==> src/common/ebmc_pkg.sv <==
// Constants, types and register layout of the external bus mode controller
package ebmc_pkg;

	// ************************************************************
	// Register indices (byte address is four times the index)
	// ************************************************************
	localparam logic [7:0]  IDX_PROC_MODE0   = 8'h5E;  // Processor mode register
	localparam logic [7:0]  IDX_FUNC_SEL1    = 8'h63;  // Particular function select register
	localparam logic [7:0]  IDX_AREA2_CTRL_H = 8'h85;  // Area two control register high
	localparam logic [7:0]  IDX_AREA2_WIDTH  = 8'h90;  // Area two data width control
	localparam logic [7:0]  IDX_STATUS       = 8'h91;  // Block status, read only

	// ************************************************************
	// Field positions and reset values
	// ************************************************************
	localparam int          POS_MODE_LO      = 0;      // Processor mode bits 1:0
	localparam int          POS_ADDR_SEL     = 4;      // Address output select bit
	localparam int          POS_MUX_SEL      = 5;      // Multiplexed bus select bit
	localparam int          POS_WIDTH8       = 0;      // Area two 8-bit width bit
	localparam logic [1:0]  RST_MODE_BITS    = 2'h0;   // Mode bits after reset
	localparam logic [1:0]  MODE_SINGLE      = 2'h0;   // Single-chip code
	localparam logic [1:0]  MODE_EXPAND      = 2'h1;   // Memory expansion code
	localparam logic [1:0]  MODE_MICRO       = 2'h2;   // Microprocessor code

	// ************************************************************
	// Timing counts in pclk cycles
	// ************************************************************
	localparam int          PHI_CYC          = 2;      // One phase clock period
	localparam int          HALF_PHI_CYC     = PHI_CYC / 2;  // Half phase delay
	localparam int          DATA_CYC         = 2 * PHI_CYC;  // Strobe phase length

	// ************************************************************
	// Types
	// ************************************************************
	typedef enum logic [1:0] {
		EBMC_SINGLE,
		EBMC_EXPAND,
		EBMC_MICRO
	} ebmc_mode_t;

	typedef struct packed {
		logic [23:0] addr;   // Access address
		logic        wr;     // High for write
		logic [15:0] wdata;  // Write data
	} ebmc_req_t;

	typedef struct packed {
		logic [23:0] addr;        // Address pin levels
		logic        addr_oe_n;   // Address pins enable, low drives
		logic [7:0]  data;        // Low data lines out
		logic        data_oe_n;   // Low data lines enable, low drives
		logic        ale;         // Address latch strobe, mux phase
		logic        rd_n;        // Read strobe, active low
		logic        wr_n;        // Write strobe, active low
		logic        area_two_n;  // Area two select, active low
	} ebmc_pins_t;

endpackage : ebmc_pkg

==> src/ebmc_top.sv <==
// External bus mode control: mode select, address output and area two multiplexing
`timescale 1ns/10ps
module ebmc_top #(
	parameter logic [23:0] SFR_END    = 24'h00007F,  // Special function registers top
	parameter logic [23:0] RAM_BASE   = 24'h000080,  // Internal RAM base
	parameter logic [23:0] RAM_END    = 24'h000FFF,  // Internal RAM top
	parameter logic [23:0] ROM_BASE   = 24'h008000,  // Internal ROM base
	parameter logic [23:0] ROM_END    = 24'h01FFFF,  // Internal ROM top
	parameter logic [23:0] AREA2_BASE = 24'h200000,  // Area two base
	parameter logic [23:0] AREA2_END  = 24'h2FFFFF   // Area two top
) (
	// Clock and reset
	input  wire logic               pclk,
	input  wire logic               presetn,
	// APB slave
	input  wire logic [11:0]        paddr,
	input  wire logic               psel,
	input  wire logic               penable,
	input  wire logic               pwrite,
	input  wire logic [31:0]        pwdata,
	output logic      [31:0]        prdata,
	output logic                    pready,
	output logic                    pslverr,
	// Mode strap pin
	input  wire logic               mode_select_pin,
	// CPU access port
	input  wire logic               cpu_req_valid,
	output logic                    cpu_req_ready,
	input  wire ebmc_pkg::ebmc_req_t cpu_req,
	output logic                    cpu_done,
	output logic                    cpu_fault,
	output logic      [15:0]        cpu_rdata,
	// Internal resources
	output logic      [2:0]         int_sel,
	input  wire logic [15:0]        int_rdata,
	// External pins
	output ebmc_pkg::ebmc_pins_t    pins,
	input  wire logic [7:0]         low_data_lines_i,
	output logic                    port_bus_mode
);
	import ebmc_pkg::*;

	// ************************************************************
	// Elaboration check
	// ************************************************************
	if (RAM_BASE > RAM_END || ROM_BASE > ROM_END || AREA2_BASE > AREA2_END || PHI_CYC < 2 || DATA_CYC > 8) begin : g_bad
		$error("ebmc_top: address ranges or phase count unusable");
	end

	// ************************************************************
	// Address decode functions
	// ************************************************************
	// Range hit, used for every area except the SFR block
	function automatic logic in_range(input logic [23:0] a, input logic [23:0] lo, input logic [23:0] hi);
		in_range = (a >= lo) && (a <= hi);
	endfunction : in_range

	// APB index match
	function automatic logic idx_hit(input logic [11:0] a, input logic [7:0] idx);
		idx_hit = (a == {2'h0, idx, 2'h0});
	endfunction : idx_hit

	// ************************************************************
	// Mode strap synchroniser
	// ************************************************************
	logic [2:0] md_sync_q;   // Three stage strap sampler
	logic       md_level_q;  // Accepted strap level

	// Shift the strap through three flops
	always_ff @(posedge pclk or negedge presetn) begin
		if (!presetn) begin
			md_sync_q <= 3'h0;
		end else begin
			md_sync_q <= {md_sync_q[1:0], mode_select_pin};
		end
	end

	// Accept a change only once stages two and three agree
	always_ff @(posedge pclk or negedge presetn) begin
		if (!presetn) begin
			md_level_q <= 1'b0;
		end else if (md_sync_q[1] == md_sync_q[2]) begin
			md_level_q <= md_sync_q[2];
		end
	end

	// ************************************************************
	// APB register file
	// ************************************************************
	logic [1:0] mode_bits_q;   // Processor mode bits
	logic [1:0] mode_bits_d;
	logic       addr_sel_q;    // Address output select
	logic       mux_sel_q;     // Multiplexed bus select
	logic       width8_q;      // Area two is 8 bits wide
	logic       busy_q;        // Bus cycle running

	wire apb_wr      = psel && penable && pwrite;
	wire hit_mode    = idx_hit(paddr, IDX_PROC_MODE0);
	wire hit_fsel    = idx_hit(paddr, IDX_FUNC_SEL1);
	wire hit_a2h     = idx_hit(paddr, IDX_AREA2_CTRL_H);
	wire hit_width   = idx_hit(paddr, IDX_AREA2_WIDTH);
	wire hit_status  = idx_hit(paddr, IDX_STATUS);
	wire hit_any     = hit_mode || hit_fsel || hit_a2h || hit_width || hit_status;

	// Strap high pins the mode bits at 10; otherwise software owns them
	assign mode_bits_d = md_level_q ? MODE_MICRO :
	                     (apb_wr && hit_mode) ? pwdata[POS_MODE_LO +: 2] :
	                     mode_bits_q;

	// Control registers, reset into single-chip
	always_ff @(posedge pclk or negedge presetn) begin
		if (!presetn) begin
			mode_bits_q <= RST_MODE_BITS;
			addr_sel_q  <= 1'b0;
			mux_sel_q   <= 1'b0;
			width8_q    <= 1'b0;
		end else begin
			mode_bits_q <= mode_bits_d;
			if (apb_wr && hit_fsel) begin
				addr_sel_q <= pwdata[POS_ADDR_SEL];
			end
			if (apb_wr && hit_a2h) begin
				mux_sel_q <= pwdata[POS_MUX_SEL];
			end
			if (apb_wr && hit_width) begin
				width8_q <= pwdata[POS_WIDTH8];
			end
		end
	end

	// Read mux; reserved bits read zero
	always_comb begin
		prdata = 32'h0000_0000;
		if (hit_mode) begin
			prdata[POS_MODE_LO +: 2] = mode_bits_q;
		end
		if (hit_fsel) begin
			prdata[POS_ADDR_SEL] = addr_sel_q;
		end
		if (hit_a2h) begin
			prdata[POS_MUX_SEL] = mux_sel_q;
		end
		if (hit_width) begin
			prdata[POS_WIDTH8] = width8_q;
		end
		if (hit_status) begin
			prdata[1:0] = mode_bits_q;
			prdata[2]   = md_level_q;
			prdata[3]   = busy_q;
		end
	end

	// Zero wait state, error on unmapped address
	assign pready  = 1'b1;
	assign pslverr = psel && penable && !hit_any;

	// ************************************************************
	// Processor mode decode
	// ************************************************************
	ebmc_mode_t mode;  // Current processor mode

	// Decode mode bits; code 11 falls back to single-chip
	always_comb begin
		unique case (mode_bits_q)
			MODE_EXPAND: mode = EBMC_EXPAND;
			MODE_MICRO:  mode = EBMC_MICRO;
			default:     mode = EBMC_SINGLE;
		endcase
	end

	wire bus_mode = (mode != EBMC_SINGLE);

	// Ports serve as bus pins only in the expansion modes
	always_ff @(posedge pclk or negedge presetn) begin
		if (!presetn) begin
			port_bus_mode <= 1'b0;
		end else begin
			port_bus_mode <= bus_mode;
		end
	end

	// ************************************************************
	// Access classification
	// ************************************************************
	wire [23:0] ra        = cpu_req.addr;
	wire        hit_sfr   = (ra <= SFR_END);
	wire        hit_ram   = in_range(ra, RAM_BASE, RAM_END);
	wire        hit_rom   = in_range(ra, ROM_BASE, ROM_END) && (mode != EBMC_MICRO);
	wire        hit_int   = hit_sfr || hit_ram || hit_rom;
	// Internal wins over any overlapping external device
	wire        go_ext    = !hit_int && bus_mode;
	wire        refuse    = !hit_int && !bus_mode;
	wire        hit_area2 = in_range(ra, AREA2_BASE, AREA2_END);
	wire        go_mux    = go_ext && hit_area2 && width8_q && mux_sel_q;

	// ************************************************************
	// Bus cycle sequencer
	// ************************************************************
	typedef enum logic [2:0] {
		ST_IDLE,
		ST_INT,
		ST_DELAY,
		ST_ADDR,
		ST_DATA
	} ebmc_state_t;

	ebmc_state_t state_q;  // Sequencer state
	ebmc_state_t state_d;
	logic [2:0]  cnt_q;    // Cycles left in a phase
	logic [2:0]  cnt_d;
	ebmc_req_t   req_q;    // Accepted request
	logic        mux_q;    // Accepted access is multiplexed
	logic        int_q;    // Accepted access is internal
	logic [2:0]  sel_q;    // Internal target one-hot
	logic [7:0]  din_q1;   // Data line sampler stage one
	logic [7:0]  din_q2;   // Data line sampler stage two
	logic [7:0]  din_q3;   // Data line sampler stage three

	wire accept   = cpu_req_valid && (state_q == ST_IDLE);
	wire cnt_done = (cnt_q == 3'h0);
	assign cpu_req_ready = (state_q == ST_IDLE);
	assign busy_q        = (state_q != ST_IDLE);

	// Next state and phase counter
	always_comb begin
		state_d = state_q;
		cnt_d   = cnt_done ? 3'h0 : cnt_q - 3'h1;
		unique case (state_q)
			ST_IDLE: begin
				if (accept && !refuse) begin
					if (!go_ext) begin
						state_d = ST_INT;
						cnt_d   = 3'(PHI_CYC - 1);
					end else if (addr_sel_q) begin
						// Address start slips by half a phase
						state_d = ST_DELAY;
						cnt_d   = 3'(HALF_PHI_CYC - 1);
					end else begin
						state_d = ST_ADDR;
						cnt_d   = 3'(PHI_CYC - 1);
					end
				end
			end
			ST_INT: begin
				if (cnt_done) begin
					state_d = ST_IDLE;
				end
			end
			ST_DELAY: begin
				if (cnt_done) begin
					state_d = ST_ADDR;
					cnt_d   = 3'(PHI_CYC - 1);
				end
			end
			ST_ADDR: begin
				if (cnt_done) begin
					state_d = ST_DATA;
					cnt_d   = 3'(DATA_CYC - 1);
				end
			end
			ST_DATA: begin
				if (cnt_done) begin
					state_d = ST_IDLE;
				end
			end
		endcase
	end

	// Sequencer registers and request capture
	always_ff @(posedge pclk or negedge presetn) begin
		if (!presetn) begin
			state_q <= ST_IDLE;
			cnt_q   <= 3'h0;
			req_q   <= '0;
			mux_q   <= 1'b0;
			int_q   <= 1'b0;
			sel_q   <= 3'h0;
		end else begin
			state_q <= state_d;
			cnt_q   <= cnt_d;
			if (accept) begin
				req_q <= cpu_req;
				mux_q <= go_mux;
				int_q <= !go_ext;
				sel_q <= {hit_rom, hit_ram && !hit_sfr, hit_sfr};
			end
		end
	end

	// Sample the external data lines through three flops
	always_ff @(posedge pclk or negedge presetn) begin
		if (!presetn) begin
			din_q1 <= 8'h00;
			din_q2 <= 8'h00;
			din_q3 <= 8'h00;
		end else begin
			din_q1 <= low_data_lines_i;
			din_q2 <= din_q1;
			din_q3 <= din_q2;
		end
	end

	// ************************************************************
	// Pin drive
	// ************************************************************
	wire in_int  = (state_q == ST_INT);
	wire in_addr = (state_q == ST_ADDR);
	wire in_data = (state_q == ST_DATA);

	// Pins; strobes only for external cycles
	always_ff @(posedge pclk or negedge presetn) begin
		if (!presetn) begin
			pins <= '{addr: 24'h000000, addr_oe_n: 1'b1, data: 8'h00, data_oe_n: 1'b1,
			          ale: 1'b0, rd_n: 1'b1, wr_n: 1'b1, area_two_n: 1'b1};
		end else begin
			pins.addr_oe_n <= !bus_mode;
			// Normal mode drives every address at once, select mode only external ones
			if (accept && !refuse && !addr_sel_q && bus_mode) begin
				pins.addr <= cpu_req.addr;
			end else if (state_q == ST_DELAY && cnt_done) begin
				pins.addr <= req_q.addr;
			end
			// Internal cycles under select mode leave pins.addr untouched
			pins.ale        <= in_addr && mux_q && !cnt_done;
			pins.area_two_n <= !(in_addr || (in_data && !cnt_done)) ||
			                   !in_range(req_q.addr, AREA2_BASE, AREA2_END);
			// Read strobe opens on the last address cycle so the three-flop data sampler sees it in time
			pins.rd_n       <= !(((in_addr && cnt_done) || (in_data && !cnt_done)) && !req_q.wr);
			pins.wr_n       <= !(in_data && !cnt_done && req_q.wr);
			// Mux: low address first, then low data byte on the same lines
			if (in_addr && !cnt_done && mux_q) begin
				pins.data      <= req_q.addr[7:0];
				pins.data_oe_n <= 1'b0;
			end else if (in_data && !cnt_done && req_q.wr) begin
				pins.data      <= req_q.wdata[7:0];
				pins.data_oe_n <= 1'b0;
			end else begin
				pins.data_oe_n <= 1'b1;
			end
		end
	end

	// ************************************************************
	// CPU answer
	// ************************************************************
	// Completion, fault and read data
	always_ff @(posedge pclk or negedge presetn) begin
		if (!presetn) begin
			cpu_done  <= 1'b0;
			cpu_fault <= 1'b0;
			cpu_rdata <= 16'h0000;
			int_sel   <= 3'h0;
		end else begin
			cpu_done  <= (accept && refuse) || ((in_int || in_data) && cnt_done);
			cpu_fault <= accept && refuse;
			int_sel   <= (accept && !go_ext && !refuse) ? {hit_rom, hit_ram && !hit_sfr, hit_sfr} :
			             (in_int && !cnt_done) ? sel_q : 3'h0;
			if (in_int && cnt_done) begin
				cpu_rdata <= int_rdata;
			end else if (in_data && cnt_done && !req_q.wr) begin
				cpu_rdata <= {8'h00, din_q3};
			end
		end
	end

endmodule : ebmc_top

==> config.mk <==
export PLATFORM = sky130hd
export DESIGN_NAME = ebmc_top
export DESIGN_NICKNAME = d
export VERILOG_FILES = /design/src/common/ebmc_pkg.sv /design/src/ebmc_top.sv
export SDC_FILE = /design/constraint.sdc
export NUM_CORES = 1
export LEC_CHECK = 0
export BUFFER_PORTS_ARGS = -buffer_cell sky130_fd_sc_hd__clkbuf_2
export CAP_MARGIN = 20
export CELL_PAD_IN_SITES_DETAIL_PLACEMENT = 0
export CELL_PAD_IN_SITES_GLOBAL_PLACEMENT = 1
export CORE_ASPECT_RATIO = 0.9
export CORE_MARGIN = 2
export CORE_UTILIZATION = 32
export DETAILED_ROUTE_END_ITERATION = 16
export PLACE_DENSITY = 0.74
export RECOVER_POWER = 50
export SLEW_MARGIN = 10
export SYNTH_ARGS = -nofsm -noshare
export SYNTH_HDL_FRONTEND = slang
export SYNTH_SLANG_ARGS = --single-unit
==> constraint.sdc <==
create_clock -name pclk -period 3.7 [get_ports pclk]
set_clock_uncertainty 0.1 [all_clocks]
set_input_delay 0.37 -clock pclk [delete_from_list [all_inputs] [get_ports pclk]]
set_output_delay 0.37 -clock pclk [all_outputs]
set_load 0.03 [all_outputs]
==> impl_metrics.py <==
metrics = {
    "critical_path": {
        "cp_num_buf_inv": 2,
        "end_kind": "output pin",
        "crit_fanout": 7,
        "crit_family": "simple AND/OR/NAND/NOR gates",
        "slowest_delay_ns": 0.79,
        "arrival_ns": 2.23,
        "r2r-start": "cnt_q[0]",
        "r2r_slack_ns": 1.16,
        "ff2ff_path_depth": 5,
        "r2r-end": "pins[35]",
        "cp_common_cell": "clkbuf_2",
        "cp-start-kind": "input pin",
        "worstPathRequired_ns": 3.23,
        "cp_cell_sequence": "clkbuf_2, nor4_1, nand3_1, nor3_1, a22o_1, clkbuf_2",
        "slowest_stage": "nor4_1",
        "crit_type": "in2out",
    },
    "logic_synthesis": {
        "synth_xor_area_share_pct": 0.152,
        "synthArstFlopShare_pct": 100,
        "muxShareOfSynthArea_pct": 7.36,
        "yosysMostFrequentCell": "dfrtp_1",
        "synth_top_family_by_area": "simple AND/OR/NAND/NOR gates",
        "synth-seq-cells": 136,
        "synthTopCellsByArea": "dfrtp_1 57%, nand2_1 8.3%, mux2i_1 6.8%",
        "synthFlopType": "dfrtp_1",
        "synthTopCellsByCount": "131 x dfrtp_1, 127 x nand2_1, 39 x mux2i_1, 33 x nor2_1",
        "syn_avg_cell_area_um2": 10.6,
        "synth-edff-count": 0,
        "syn_area_um2": 5760,
        "ys_types": 57,
        "synth_largest_area_cell": "dfrtp_1",
        "yosysSeqAreaShare_pct": 59.2,
        "synth_top_area_share_pct": 56.9,
        "synth-compound-area-share_pct": 9.27,
        "yosys.area_share.simple_pct": 17.8,
        "synth-adder-area-share_pct": 0.391,
        "yosysWarnings": 0,
        "syn_inst": 541,
    },
    "final_layout": {
        "n_antenna_cell": 0,
        "fillers": 1761,
        "post-route-util_pct": 41.4,
        "drive_gt1_share_pct": 27.7,
        "nets": 814,
        "syn_to_final_growth_pct": 26.7,
    },
    "grt": {
        "antenna_found_initial": 0,
        "use_met1_pct": 20.8,
        "grt_pass1_vias": 4356,
        "grt_first_pass_wirelength_um": 23200,
        "grt.overflow.total": 0,
        "track_usage_pct": 15.3,
        "grt_max_degree": 119,
        "met2_usage_pct": 23.4,
        "busiest_layer": "met2",
        "use_met3_pct": 5.17,
    },
    "cts": {
        "insertion_delay_ns": 0.42,
        "cts_buffers": 17,
        "clkSlewWorstSetupHoldPaths_ns": 0.06,
        "cts_buffer_depth": 2,
        "root_buffer": "clkbuf_16",
        "cts.htree.levels": 4,
        "post_cts.repair.setup_buffers": 0,
        "cts_sinks": 136,
        "cts_tree": "yes",
    },
    "power": {
        "p_leak_uw": 0.00379,
        "max-vdd-ir-drop_mv": 0.447,
        "power_per_cell_area_nw_per_um2": 810,
    },
    "placed_design": {
        "io_buffer_count": 147,
        "place.gp.congestion": 0.796,
        "hpwlAfterDp_um": 9730,
    },
    "floorplan": {
        "die_w_um": 145,
        "start_util_pct": 32.7,
        "row_count": 46,
        "die_y_um": 131,
        "die_area_um2": 19100,
        "io_pins": 211,
        "core_area_um2": 17600,
    },
    "min_path": {
        "holdPathStages": 3,
        "min_to": "req_q[4]",
        "min_path_type": "in2reg",
        "hold_start": "cpu_req[4]",
    },
    "run": {
        "cap_violations": 1,
    },
    "timing": {
        "maxSlewHeadroom_pct": -7.26,
        "setup_violations": 0,
        "hold_viol_final": 0,
        "slew_viol_final": 28,
        "grt_setup_unrepaired": "false",
        "finalSetupTns_ns": 0,
        "min_period_ns": 2.70,
        "maxClockFrequency_mhz": 371,
        "fin_crit_sh_pct": 72.9,
        "tightestPinTransition_ns": 1.61,
    },
    "drt": {
        "drtIter0Drc": 230,
        "wire_per_inst_um": 14.8,
        "ant_nets": 0,
        "drc": 0,
        "wl_um": 14100,
        "via_per_inst": 4.70,
        "first_pass_iters": 6,
        "vias": 4462,
    },
    "outcome": {
        "status": "finished with violations",
        "violations": "capacitance limit, slew limit",
    },
}
[worst min-delay path, stage by stage]
cell and delay [ns]:
clkbuf_2 0.07, nand2_1 0.04, nand2_1 0.05
[layout make-up]
cell class	instances	area [um^2]	area share [%]
timing repair buffer	163	893	12.2
clock buffer	17	425	5.83
multi-input combinational	375	2120	29.0
tap	240	300	4.11
sequential	136	3410	46.7
inverter	4	15.0	0.206
clock inverter	15	136	1.87
[worst max path at each step]
stage | from | to | slack (ns) | depth (start not counted)
floorplan | state_q[0] | req_q[16] | 1.29 | 7
global placement | cnt_q[0] | pins[37] | 1.25 | 5
detailed placement | cnt_q[0] | pins[32] | 1.18 | 5
CTS | cnt_q[0] | pins[35] | 1.16 | 5
global route | presetn | req_q[5] | 0.57 | 3
finish | paddr[11] | prdata[0] | 1.00 | 6
[what timing repair did]
item | 4_1_cts | 5_1_grt
hold endpoints to repair | 9 | 26
resized for setup | 0 | 0
endpoints found under the setup margin | 0 | 0
hold buffers | 9 | 1
[cell families after synthesis]
kind of cell | after synthesis
multiplexers | 42
AND/OR/NAND/NOR | 218
buffers and inverters | 55
other | 2
flip-flops | 136
adder cells (fa/ha/maj) | 2
XOR/XNOR | 1
AO/OA/AOI/OAI | 85
[registers in the layout, summed over array words and instances, names as in the netlist]
name           count
pins              38
req_q             33
cpu_rdata         16
din_q1             8
din_q2             8
din_q3             8
cnt_q              3
int_sel            3
md_sync_q          3
sel_q              3
state_q            3
mode_bits_q        2
addr_sel_q         1
cpu_done           1
cpu_fault          1
md_level_q         1
mux_q              1
mux_sel_q          1
port_bus_mode      1
width8_q           1
[through the flow]
| step | std cells | instance area [um^2] | worst slack [ns] | hold WS, ns | power, uW |
|---|---|---|---|---|---|
| finish | 950 | 7300 | 1.00 | 0.0381 | 5910 |
| global route | 950 | 7300 | 0.566 | 0.0313 | 6300 |
| CTS | 948 | 7280 | 1.16 | 0.0292 | 5980 |
| detailed placement | 907 | 6630 | 1.18 | 0.236 | 4350 |
| global placement | 907 | 6630 | 1.25 | 0.232 | 4270 |
| floorplan | 566 | 5850 | 1.29 | -0.0256 | 3750 |
[placed cells by master, fill, tap and decap left out, drive strengths merged, types with 4 or more instances in the layout]
master / instances
nand4: 4
a22o: 9
nor2: 33
buf: 5
a21o: 6
dfstp: 5
and3: 5
a21oi: 27
clkbuf: 165
nand2b: 4
conb: 27
o21a: 4
o21ai: 24
dfrtp: 131
nand3: 9
dlygate4sd3: 10
inv: 12
nand2: 127
mux2i: 39
nor3: 8
clkinv: 5
[where the power goes]
part | total, uW | switching [uW] | internal [uW]
sequential | 2310 | 348 | 1960
clock | 1590 | 707 | 884
combinational | 2010 | 1320 | 690
total | 5910 | 2380 | 3530
[metal layers]
layer | vias to the layer above | wire [um]
li1 | 2105 | -
met1 | 2189 | 6540
met2 | 156 | 6460
met3 | 12 | 909
met4 | 0 | 148
met5 | - | 0
(Power assumes the default switching activity.)
